## src/rtl/tpsc_pkg.sv

```systemverilog
// Package of the three-module power stage PWM controller.
// Assumes one 100 MHz system clock and a byte-wide register port with one-cycle read latency.
package tpsc_pkg;

  // ----------------------------------------------------------------
  // Sizes
  // ----------------------------------------------------------------
  localparam int NUM_MOD = 3;
  localparam int CW = 12;
  localparam int AW = 6;
  localparam int DW = 8;

  // ----------------------------------------------------------------
  // Register offsets
  // ----------------------------------------------------------------
  localparam logic [AW-1:0] REG_CTRL = 6'h00;
  localparam logic [AW-1:0] REG_OUTCFG = 6'h01;
  localparam logic [AW-1:0] REG_OUTMODE2 = 6'h02;
  localparam logic [AW-1:0] REG_STATUS = 6'h03;
  localparam logic [AW-1:0] REG_TEMPHI = 6'h04;
  localparam logic [AW-1:0] REG_INCTRL_BASE = 6'h08;
  localparam logic [AW-1:0] REG_CMP_BASE = 6'h10;
  localparam logic [AW-1:0] CMP_STRIDE = 6'h08;
  localparam logic [AW-1:0] OFF_A_SET = 6'h00;
  localparam logic [AW-1:0] OFF_A_RESET = 6'h02;
  localparam logic [AW-1:0] OFF_B_SET = 6'h04;
  localparam logic [AW-1:0] REG_B_RESET = 6'h28;

  // ----------------------------------------------------------------
  // Field positions
  // ----------------------------------------------------------------
  localparam int CTRL_RUN_LSB = 0;
  localparam int CTRL_CENTER_BIT = 3;
  localparam int CTRL_LOCK_BIT = 4;
  localparam int CTRL_CLKSEL_BIT = 5;
  localparam int CTRL_DIV_LSB = 6;
  localparam int IN_EN_BIT = 0;
  localparam int IN_FAULT_BIT = 1;
  localparam int IN_LEVEL_BIT = 2;
  localparam int IN_OVL_BIT = 3;
  localparam int IN_ENDIE_BIT = 4;
  localparam int IN_FLTIE_BIT = 5;
  localparam int STAT_FAULT_LSB = 3;

  // ----------------------------------------------------------------
  // Reset values and divider masks
  // ----------------------------------------------------------------
  localparam logic [DW-1:0] CTRL_RST = 8'h00;
  localparam logic [DW-1:0] OUTCFG_RST = 8'h00;
  localparam logic [DW-1:0] OUTMODE2_RST = 8'h3F;
  localparam logic [DW-1:0] INCTRL_RST = 8'h00;
  localparam logic [DW-1:0] PRESC_STEP = 8'h01;
  localparam logic [DW-1:0] DIV_MASK [4] = '{8'h00, 8'h03, 8'h1F, 8'hFF};

  // ----------------------------------------------------------------
  // Types
  // ----------------------------------------------------------------
  typedef enum logic [1:0] {
    PH_UP = 2'b01,
    PH_DOWN = 2'b10
  } tpsc_phase_t;

  typedef struct packed {
    logic [CW-1:0] partASetCompare;
    logic [CW-1:0] partAResetCompare;
    logic [CW-1:0] partBSetCompare;
    logic [CW-1:0] partBResetCompare;
  } tpsc_cmp_t;

  typedef struct packed {
    logic [AW-1:0] addr;
    logic [DW-1:0] wdata;
    logic wr;
    logic rd;
  } tpsc_bus_t;

  typedef struct packed {
    logic [CW-1:0] cnt;
    tpsc_phase_t phase;
    tpsc_cmp_t pend;
    tpsc_cmp_t act;
    logic [1:0] actEn;
    logic [1:0] actPol;
    logic inPrev;
    logic waveA;
    logic waveB;
    logic endFlag;
    logic faultFlag;
    logic irq;
    logic adcSync;
    logic outA;
    logic outB;
  } tpsc_chan_t;

  typedef struct packed {
    logic [DW-1:0] ctrl;
    logic [DW-1:0] outCfg;
    logic [DW-1:0] outMode2;
    logic [DW-1:0] temp;
    logic [NUM_MOD-1:0][DW-1:0] inCtrl;
    logic [CW-1:0] pendRb;
    logic [DW-1:0] presc;
    logic pllPrev;
    logic [DW-1:0] rdata;
    tpsc_chan_t [NUM_MOD-1:0] chan;
  } tpsc_state_t;

  // Byte address of one compare register of one module
  function automatic logic [AW-1:0] cmpAddr(input int n, input logic [AW-1:0] off);
    cmpAddr = AW'(REG_CMP_BASE + AW'(n) * CMP_STRIDE + off);
  endfunction

endpackage

```

## src/rtl/tpsc_top.sv

```systemverilog
// Three-module power stage PWM controller: counters, waveform parts A and B, coherent update,
// overlap protection, fault and retrigger inputs, interrupt and ADC sync outputs.
// Assumes all inputs synchronous to sys_clk; the PLL clock arrives as a sampled input.
//
// Design decisions made here: the address map and the plain strobed port.
`timescale 1ns/10ps
`default_nettype none

module tpsc_top (
  input wire logic sys_clk,
  input wire logic rst_n,
  input wire tpsc_pkg::tpsc_bus_t regBus,
  output logic [tpsc_pkg::DW-1:0] regRdata,
  input wire logic pllClkIn,
  input wire logic [tpsc_pkg::NUM_MOD-1:0] moduleFaultInput,
  output logic [tpsc_pkg::NUM_MOD-1:0] moduleOutputA,
  output logic [tpsc_pkg::NUM_MOD-1:0] moduleOutputB,
  output logic [tpsc_pkg::NUM_MOD-1:0] moduleIrqRequest,
  output logic [tpsc_pkg::NUM_MOD-1:0] adcSyncOut
);
  import tpsc_pkg::*;

  tpsc_state_t q;
  tpsc_state_t d;
  logic tick;

  // ----------------------------------------------------------------
  // Next-state logic
  // ----------------------------------------------------------------
  // Prescaler, register port and per-module waveform engines
  always_comb begin
    logic srcTick;
    logic [1:0] divSel;
    logic run;
    logic center;
    logic lock;
    logic endEv;
    logic load;
    logic inAct;
    logic inWasAct;
    logic inEdge;
    logic faultMode;
    logic onA;
    logic onB;
    logic [CW-1:0] newRb;
    tpsc_chan_t c;
    srcTick = 1'b0;
    divSel = 2'b00;
    run = 1'b0;
    center = 1'b0;
    lock = 1'b0;
    endEv = 1'b0;
    load = 1'b0;
    inAct = 1'b0;
    inWasAct = 1'b0;
    inEdge = 1'b0;
    faultMode = 1'b0;
    onA = 1'b0;
    onB = 1'b0;
    newRb = '0;
    c = '0;
    d = q;
    d.rdata = 8'h00;

    // Counter clock: I/O clock or rising PLL edges, then divided
    srcTick = q.ctrl[CTRL_CLKSEL_BIT] ? (pllClkIn && !q.pllPrev) : 1'b1;
    divSel = q.ctrl[CTRL_DIV_LSB +: 2];
    tick = srcTick && ((q.presc & DIV_MASK[divSel]) == DIV_MASK[divSel]);
    d.pllPrev = pllClkIn;
    if (srcTick) begin
      d.presc = q.presc + PRESC_STEP;
    end

    // Register writes
    if (regBus.wr) begin
      case (regBus.addr)
        REG_CTRL: d.ctrl = regBus.wdata;
        REG_OUTCFG: d.outCfg = regBus.wdata;
        REG_OUTMODE2: d.outMode2 = regBus.wdata;
        REG_TEMPHI: d.temp = regBus.wdata;
        REG_B_RESET: d.pendRb = {q.temp[3:0], regBus.wdata};
        REG_B_RESET + 6'h01: d.temp = regBus.wdata;
        default: begin
        end
      endcase
      for (int n = 0; n < NUM_MOD; n++) begin
        if (regBus.addr == REG_INCTRL_BASE + AW'(n)) begin
          d.inCtrl[n] = regBus.wdata;
        end
        if (regBus.addr == REG_STATUS) begin
          if (regBus.wdata[n]) d.chan[n].endFlag = 1'b0;
          if (regBus.wdata[STAT_FAULT_LSB + n]) d.chan[n].faultFlag = 1'b0;
        end
        if (regBus.addr == cmpAddr(n, OFF_A_SET)) begin
          d.chan[n].pend.partASetCompare = {q.temp[3:0], regBus.wdata};
        end
        if (regBus.addr == cmpAddr(n, OFF_A_RESET)) begin
          d.chan[n].pend.partAResetCompare = {q.temp[3:0], regBus.wdata};
        end
        if (regBus.addr == cmpAddr(n, OFF_B_SET)) begin
          d.chan[n].pend.partBSetCompare = {q.temp[3:0], regBus.wdata};
        end
        // High bytes of every compare register land in the shared temp byte
        if (regBus.addr == cmpAddr(n, OFF_A_SET) + 6'h01 || regBus.addr == cmpAddr(n, OFF_A_RESET) + 6'h01
            || regBus.addr == cmpAddr(n, OFF_B_SET) + 6'h01) begin
          d.temp = regBus.wdata;
        end
      end
    end

    // Register reads, answered in the next cycle only
    if (regBus.rd) begin
      case (regBus.addr)
        REG_CTRL: d.rdata = q.ctrl;
        REG_OUTCFG: d.rdata = q.outCfg;
        REG_OUTMODE2: d.rdata = q.outMode2;
        REG_TEMPHI: d.rdata = q.temp;
        REG_B_RESET: d.rdata = q.pendRb[7:0];
        REG_B_RESET + 6'h01: d.rdata = {4'h0, q.pendRb[CW-1:8]};
        default: d.rdata = 8'h00;
      endcase
      for (int n = 0; n < NUM_MOD; n++) begin
        if (regBus.addr == REG_STATUS) begin
          d.rdata[n] = q.chan[n].endFlag;
          d.rdata[STAT_FAULT_LSB + n] = q.chan[n].faultFlag;
        end
        if (regBus.addr == REG_INCTRL_BASE + AW'(n)) d.rdata = q.inCtrl[n];
        if (regBus.addr == cmpAddr(n, OFF_A_SET)) d.rdata = q.chan[n].pend.partASetCompare[7:0];
        if (regBus.addr == cmpAddr(n, OFF_A_SET) + 6'h01) d.rdata = {4'h0, q.chan[n].pend.partASetCompare[CW-1:8]};
        if (regBus.addr == cmpAddr(n, OFF_A_RESET)) d.rdata = q.chan[n].pend.partAResetCompare[7:0];
        if (regBus.addr == cmpAddr(n, OFF_A_RESET) + 6'h01) begin
          d.rdata = {4'h0, q.chan[n].pend.partAResetCompare[CW-1:8]};
        end
        if (regBus.addr == cmpAddr(n, OFF_B_SET)) d.rdata = q.chan[n].pend.partBSetCompare[7:0];
        if (regBus.addr == cmpAddr(n, OFF_B_SET) + 6'h01) d.rdata = {4'h0, q.chan[n].pend.partBSetCompare[CW-1:8]};
      end
    end

    // Waveform engines, one per module
    center = q.ctrl[CTRL_CENTER_BIT];
    lock = q.ctrl[CTRL_LOCK_BIT];
    for (int n = 0; n < NUM_MOD; n++) begin
      c = q.chan[n];
      run = q.ctrl[CTRL_RUN_LSB + n];
      faultMode = q.inCtrl[n][IN_FAULT_BIT];

      // Cycle end on the part B reset match, in the up phase when centered
      endEv = run && tick && (c.cnt == c.act.partBResetCompare)
              && (!center || c.phase == PH_UP);

      // Input edge toward its programmed active level
      inAct = moduleFaultInput[n] == q.inCtrl[n][IN_LEVEL_BIT];
      inWasAct = c.inPrev == q.inCtrl[n][IN_LEVEL_BIT];
      inEdge = q.inCtrl[n][IN_EN_BIT] && inAct && !inWasAct;
      d.chan[n].inPrev = moduleFaultInput[n];

      // Coherent transfer of the pending set, held off by the lock bit
      load = !lock && (endEv || !run);
      newRb = load ? q.pendRb : c.act.partBResetCompare;
      if (load) begin
        d.chan[n].act = c.pend;
        d.chan[n].act.partBResetCompare = q.pendRb;
        d.chan[n].actEn = q.outCfg[2*n +: 2];
        d.chan[n].actPol = q.outMode2[2*n +: 2];
      end

      // Counter: parked while stopped, restarted by retrigger, else advanced
      if (!run) begin
        d.chan[n].cnt = center ? newRb : '0;
        d.chan[n].phase = center ? PH_DOWN : PH_UP;
      end else if (inEdge && !faultMode) begin
        d.chan[n].cnt = center ? c.act.partBResetCompare : '0;
        d.chan[n].phase = center ? PH_DOWN : PH_UP;
      end else if (tick) begin
        if (!center) begin
          d.chan[n].phase = PH_UP;
          d.chan[n].cnt = endEv ? '0 : c.cnt + 12'h001;
        end else begin
          case (c.phase)
            PH_UP: begin
              if (endEv) begin
                d.chan[n].phase = PH_DOWN;
                d.chan[n].cnt = newRb;
              end else begin
                d.chan[n].cnt = c.cnt + 12'h001;
              end
            end
            PH_DOWN: begin
              if (c.cnt == '0) begin
                d.chan[n].phase = PH_UP;
              end else begin
                d.chan[n].cnt = c.cnt - 12'h001;
              end
            end
            default: begin
              d.chan[n].phase = PH_DOWN;
              d.chan[n].cnt = newRb;
            end
          endcase
        end
      end

      // Fault halts the module until software sets its run bit again
      if (run && inEdge && faultMode) begin
        d.ctrl[CTRL_RUN_LSB + n] = 1'b0;
      end

      // Output waveform from the compare values
      if (center) begin
        onA = c.cnt < c.act.partASetCompare;
        onB = c.cnt >= c.act.partBSetCompare;
      end else begin
        onA = (c.cnt > c.act.partASetCompare) && (c.cnt <= c.act.partAResetCompare);
        onB = (c.cnt > c.act.partBSetCompare) && (c.cnt <= c.act.partBResetCompare);
      end
      if (q.inCtrl[n][IN_OVL_BIT]) begin
        onB = onB && !onA;
      end
      d.chan[n].waveA = run && onA && c.actEn[0];
      d.chan[n].waveB = run && onB && c.actEn[1];
      d.chan[n].outA = ~(d.chan[n].waveA ^ c.actPol[0]);
      d.chan[n].outB = ~(d.chan[n].waveB ^ c.actPol[1]);

      // Events and module outputs; a set beats a clear in the same cycle
      if (endEv) d.chan[n].endFlag = 1'b1;
      if (run && inEdge && faultMode) d.chan[n].faultFlag = 1'b1;
      d.chan[n].irq = (d.chan[n].endFlag && q.inCtrl[n][IN_ENDIE_BIT])
                      || (d.chan[n].faultFlag && q.inCtrl[n][IN_FLTIE_BIT]);
      d.chan[n].adcSync = run && tick && (c.cnt == c.act.partAResetCompare)
                          && (!center || c.phase == PH_UP);
    end
  end

  // ----------------------------------------------------------------
  // State register
  // ----------------------------------------------------------------
  // Synchronous reset to idle, outputs at active-high inactive level
  always_ff @(posedge sys_clk) begin
    if (!rst_n) begin
      q <= '0;
      q.ctrl <= CTRL_RST;
      q.outCfg <= OUTCFG_RST;
      q.outMode2 <= OUTMODE2_RST;
      q.inCtrl <= '{default: INCTRL_RST};
      for (int n = 0; n < NUM_MOD; n++) begin
        q.chan[n].phase <= PH_UP;
        q.chan[n].actPol <= 2'b11;
      end
    end else begin
      q <= d;
    end
  end

  // Ports straight from the state register
  always_comb begin
    regRdata = q.rdata;
    for (int n = 0; n < NUM_MOD; n++) begin
      moduleOutputA[n] = q.chan[n].outA;
      moduleOutputB[n] = q.chan[n].outB;
      moduleIrqRequest[n] = q.chan[n].irq;
      adcSyncOut[n] = q.chan[n].adcSync;
    end
  end
endmodule // tpsc_top

`default_nettype wire

```

## config.mk

```make
export PLATFORM = sky130hd
export DESIGN_NAME = tpsc_top
export DESIGN_NICKNAME = d
export VERILOG_FILES = /design/src/rtl/tpsc_pkg.sv /design/src/rtl/tpsc_top.sv
export SDC_FILE = /design/constraint.sdc
export NUM_CORES = 1
export LEC_CHECK = 0
export ABC_AREA = 1
export BUFFER_PORTS_ARGS = -buffer_cell sky130_fd_sc_hd__buf_2
export CORE_ASPECT_RATIO = 2
export CORE_MARGIN = 1.5
export CORE_UTILIZATION = 55
export DETAILED_ROUTE_END_ITERATION = 16
export PLACE_DENSITY = 0.71
export RECOVER_POWER = 25
export SLEW_MARGIN = 20
export SYNTH_ARGS = -nofsm -noshare
export SYNTH_HDL_FRONTEND = slang
export SYNTH_SLANG_ARGS = --single-unit
```

## constraint.sdc

```tcl
create_clock -name sys_clk -period 3.65 [get_ports sys_clk]
set_input_delay 0.365 -clock sys_clk [delete_from_list [all_inputs] [get_ports sys_clk]]
set_output_delay 0.365 -clock sys_clk [all_outputs]
set_load 0.01 [all_outputs]
```

# Word level (Yosys, flattened, before mapping)
# Index checks and enable logic that the tools add are counted.
dict set report word_totals {
  ff_bits 412
  rom_bits 0
  mem_bits_rw 0
  latchBits 0
  output_inout_bits 20
  word_cells 398
  n_memories 0
  input_bits 22
}
dict set report classes {
  mul 0
  mux 103
  reduce_logical 126
  n_shift 0
  n_bitwise 16
  div 0
  add_sub_neg 7
  order_cmp 19
  n_eq_ne 58
}
# op n
set op_table {}
lappend op_table {{$mux W12} 18}
lappend op_table {{$mux W8} 26}
lappend op_table {{$mux W14} 12}
lappend op_table {{$pmux W14 S2} 3}
lappend op_table {{$eq A12 B12 Y1} 6}
lappend op_table {{$eq A6 B5 Y1 const B} 12}
lappend op_table {{$gt A12 B12 Y1} 6}
lappend op_table {{$le A12 B12 Y1} 6}
lappend op_table {{$logic_and A1 B1 Y1} 62}
lappend op_table {{$eq A6 B6 Y1 const B} 8}
lappend op_table {{$pmux W8 S6} 1}
lappend op_table {{$reduce_and A2 Y1} 21}
lappend op_table {{$add A12 B1 Y12 const B} 3}
lappend op_table {{$ge A12 B12 Y1} 3}
lappend op_table {{$logic_not A12 Y1} 3}
lappend op_table {{$lt A12 B12 Y1} 3}
lappend op_table {{$sub A12 B1 Y12 const B} 3}
lappend op_table {{$ne A5 B5 Y1 const B} 6}
lappend op_table {{$mux W1} 28}
lappend op_table {{$mux W2} 13}
lappend op_table {{$eq A6 B4 Y1 const B} 3}
lappend op_table {{$bmux W8 S2} 1}
lappend op_table {{$logic_not A1 Y1} 15}
lappend op_table {{$logic_or A1 B1 Y1} 15}
lappend op_table {{22 further kinds} 52}

# Longest topological paths before layout
dict set report depth {
  ltp_word 26
  depth_mapped 22
  depth_no_buf 22
}

# Worst setup path after synthesis
# No wires, ideal clock.
dict set report synth_path {
  path_kind {reg2reg}
  startpoint {register q[357] in the netlist's numbering}
  endpoint {register q[357] in the netlist's numbering}
  t_arrival_ps 2256
  stages_incl_launch_ff 16
  synth_period_minus_slack_ps 2374
  required_time_ps 3533
  path_slack_ps 1276
  path_buffers 1
  setup_ps 117
  path_cell_list {dfxtp_1 inv_1 ha_1 nand2_1 nor4_1 inv_1 nor2_4 nand2_2 nand2_2 nand2_4 buf_6 o21a_1 a221oi_2 o21ai_1 a21oi_1 nor2_1}
}
dict set report synth_via {
  elab_chain_cells 12
  word_cells_on_any_way 20
  classes_between {2 x add/sub; 2 x eq/ne; 10 x mux; 6 x reduce/logical}
}
# element line
set synth_lines {}
lappend synth_lines {{start, declared} tpsc_top.sv:23} ;# tpsc_state_t q;
lappend synth_lines {{branches (longest 12 deep; another with $sub A12 B1 Y12)} n/a}
# Several ways; the timed one is not identified. The select of a mux whose other input is x is not followed.
# A chain may end at the register's enable or synchronous reset.

==> results by group <==
Min path
  • Hold/Removal Path Class: in -> reg
  • Hold depth: 3

Status
  • Outcome: finished, violations left
  • Failing checks: capacitance limit, slew limit

Worst setup path
  • CP startpoint kind: primary input
  • CP max FO: 45
  • R2r setup slk: 0.46 ns
  • CP Capture Type: flop
  • Crit path DAT: 3.83 ns
  • CP required: 4.14 ns
  • FF-to-FF path depth: 14
  • CP Class: in -> reg

Floorplanning
  • CORE AREA: 40300 um2
  • Die Y: 290 um
  • Die Area: 42400 um2
  • FP Rows: 104
  • Die Wd: 146 um
  • Io pins: 42
  • Initial Utilization: 56.1%

Global routing
  • Largest net degree at the start of global routing: 76
  • Grt total ovfl: 0
  • GRT met1 Usage: 38.7%
  • Initial antenna violation count: 5
  • First-pass GRT wire length: 132 mm
  • Number of global-route vias before repair: 22600
  • Met2 Use GR: 74.3%
  • Busiest layer in global routing: met2
  • GRT Resource Usage Total: 41.6%
  • GRT met3 Usage: 7.02%

Timing
  • Max Clock Freq: 299 MHz
  • Final Skew: 0.0234 ns
  • Total negative slack: 0 ns
  • Slew Viols, Final: 46
  • Fin crit share: 91.6%
  • Fin. Hold Viols: 0
  • RSZ-0062 raised after global routing: false
  • Actual slew at the worst max-slew pin: 2.21 ns
  • Headroom to the max-slew limit: -47.5%
  • Min Tclk post-route: 3.34 ns
  • Final setup fails: 0

Logic synthesis
  • Ys flop type: dfxtp_1
  • Ys async rst share: 0%
  • Sequential area share after synthesis: 36.5%
  • Number of synthesized flops with an enable pin: 0
  • Register bit total from synthesis: 412
  • Mapped Nets: 3418
  • Syn Inst Count: 3236
  • Synthesized area per cell: 6.99 um2
  • Post-synth cell types: 57
  • Mapped Area: 22600 um2
  • Synthesis Warnings: 0

Finish
  • Post-route design area: 24900 um2
  • Leading cell type in the layout, fill and taps excluded: nand2_1
  • Area growth syn-to-layout: 10.0%
  • Most frequent cells in the layout: nand2_1, inv_1, dfxtp_1
  • NumNets Final: 3457
  • Fill cells: 3846
  • Layout cells sized above 1: 7.35%

Route
  • Drt drc: 0
  • Routed via count: 23300
  • WL/cell: 23.2 um
  • Drt first pass iters: 6
  • Remaining antenna violation count after routing: 0
  • Starting DRC count in detailed routing: 1835
  • Vias per Instance: 6.06
  • WL final: 89.3 mm

CTS
  • H-tree levels: 2
  • Clock buffer depth: 3
  • Clock Root Buffer: clkbuf_16
  • Clock Pin Slew Worst Setup and Hold Paths: 0.07 ns
  • Hold buffers post-CTS: 0
  • Sink Count: 412
  • Post-CTS setup buffer count: 0
  • Post-cts resize count: 0
  • CTS Buf Count: 39
  • Worst skew pair latency: 0.57 ns
  • CTS tree: done

Placed design
  • IO buf count: 41
  • Hpwl dp: 66.8 mm
  • Placer Congestion: 1.07
  • Placed Area: 23600 um2

Power
  • P_leak: 10.4 nW
  • Max VDD drop: 0.454 mV
  • PD cells: 377 nW/um2

Run
  • Number of max-cap violations: 1
==> through the flow <==
stage               power [mW]  std cells  hold slack (ns)  setup WS [ns]  util [%]
global route              9.63       3835           0.0481          0.163      61.6
finish                    9.39       3840           0.0112          0.307      61.7
detailed placement        5.22       3764            0.451          0.262      58.5
global placement          5.21       3764            0.442          0.245      58.5
floorplan                 4.98       3236            0.423           1.28         -
CTS                       9.42       3834          0.00200          0.535      61.8
==> area by class of cell <==
cell class / count / area (um2) / share of cell area, %
Antenna cell: 6 / 15.0 / 0.0603
Tap cell: 530 / 663 / 2.67
Multi-Input combinational cell: 2244 / 12100 / 48.5
Timing Repair Buffer: 146 / 955 / 3.84
Sequential cell: 412 / 8250 / 33.2
Inverter: 432 / 1620 / 6.52
Clock inverter: 23 / 251 / 1.01
Clock buffer: 47 / 1060 / 4.25
==> worst paths after layout <==
check,startpoint,endpoint
max,rst_n,moduleIrqRequest[0]$_SDFF_PN0_
min,pllClkIn,q[377]$_SDFF_PN0_
max reg2reg,q[357]$_SDFFE_PN0P_,moduleOutputA[2]$_SDFF_PN0_
min reg2reg,q[28]$_SDFFE_PN0P_,q[28]$_SDFFE_PN0P_
==> routing by layer <==
layer	routed length, um	vias to the layer above
li1	-	10900
met1	28500	10700
met2	43500	1164
met3	6160	494
met4	11100	4
met5	31	-
==> state kept, by name (all words and copies together), names as in the netlist <==
signal / cells
regRdata: 8
adcSyncOut: 3
moduleOutputB: 3
moduleIrqRequest: 3
q: 392
moduleOutputA: 3
==> cell usage after synthesis (11+ instances only) <==
cell type  count  area [um2]
a31oi_1       42         263
buf_4         20         150
xor2_1        18         158
o211ai_1      16         120
nand2_1      496        1860
a211oi_1      38         285
a21oi_1      373        1870
ha_1         160        2000
clkinv_1      13        48.8
clkbuf_1     107         402
o2111ai_1     15         131
nor2_1       379        1420
dfxtp_1      412        8250
nor3_1        31         155
nand3_1       80         400
inv_1        414        1550
nor4_1        11        68.8
o21ai_1       30         150
o21ai_0      384        1920
nand4_1       54         338
o22ai_1       25         156
==> critical path, cell delays in order <==
cell and delay [ns]:
clkbuf_1 1.54, inv_2 0.84, buf_4 0.46, a21oi_1 0.33, a22o_1 0.26
==> power breakdown <==
group,switching (mW),internal [mW]
combinational,0.425,0.136
clock,1.93,2.32
sequential,0.0366,4.54
total,2.39,6.99
==> logic make-up after synthesis <==
| kind of cell | synth area share (%) |
|---|---|
| and+or+nand+nor | 20.1 |
| AOI/OAI and AO/OA | 23.7 |
| buffers and inverters | 10.2 |
| DFF | 36.5 |
| adders and majority gates | 8.85 |
| xor gates and xnor gates | 0.697 |
Note: power is estimated with default switching activity, not from simulation.
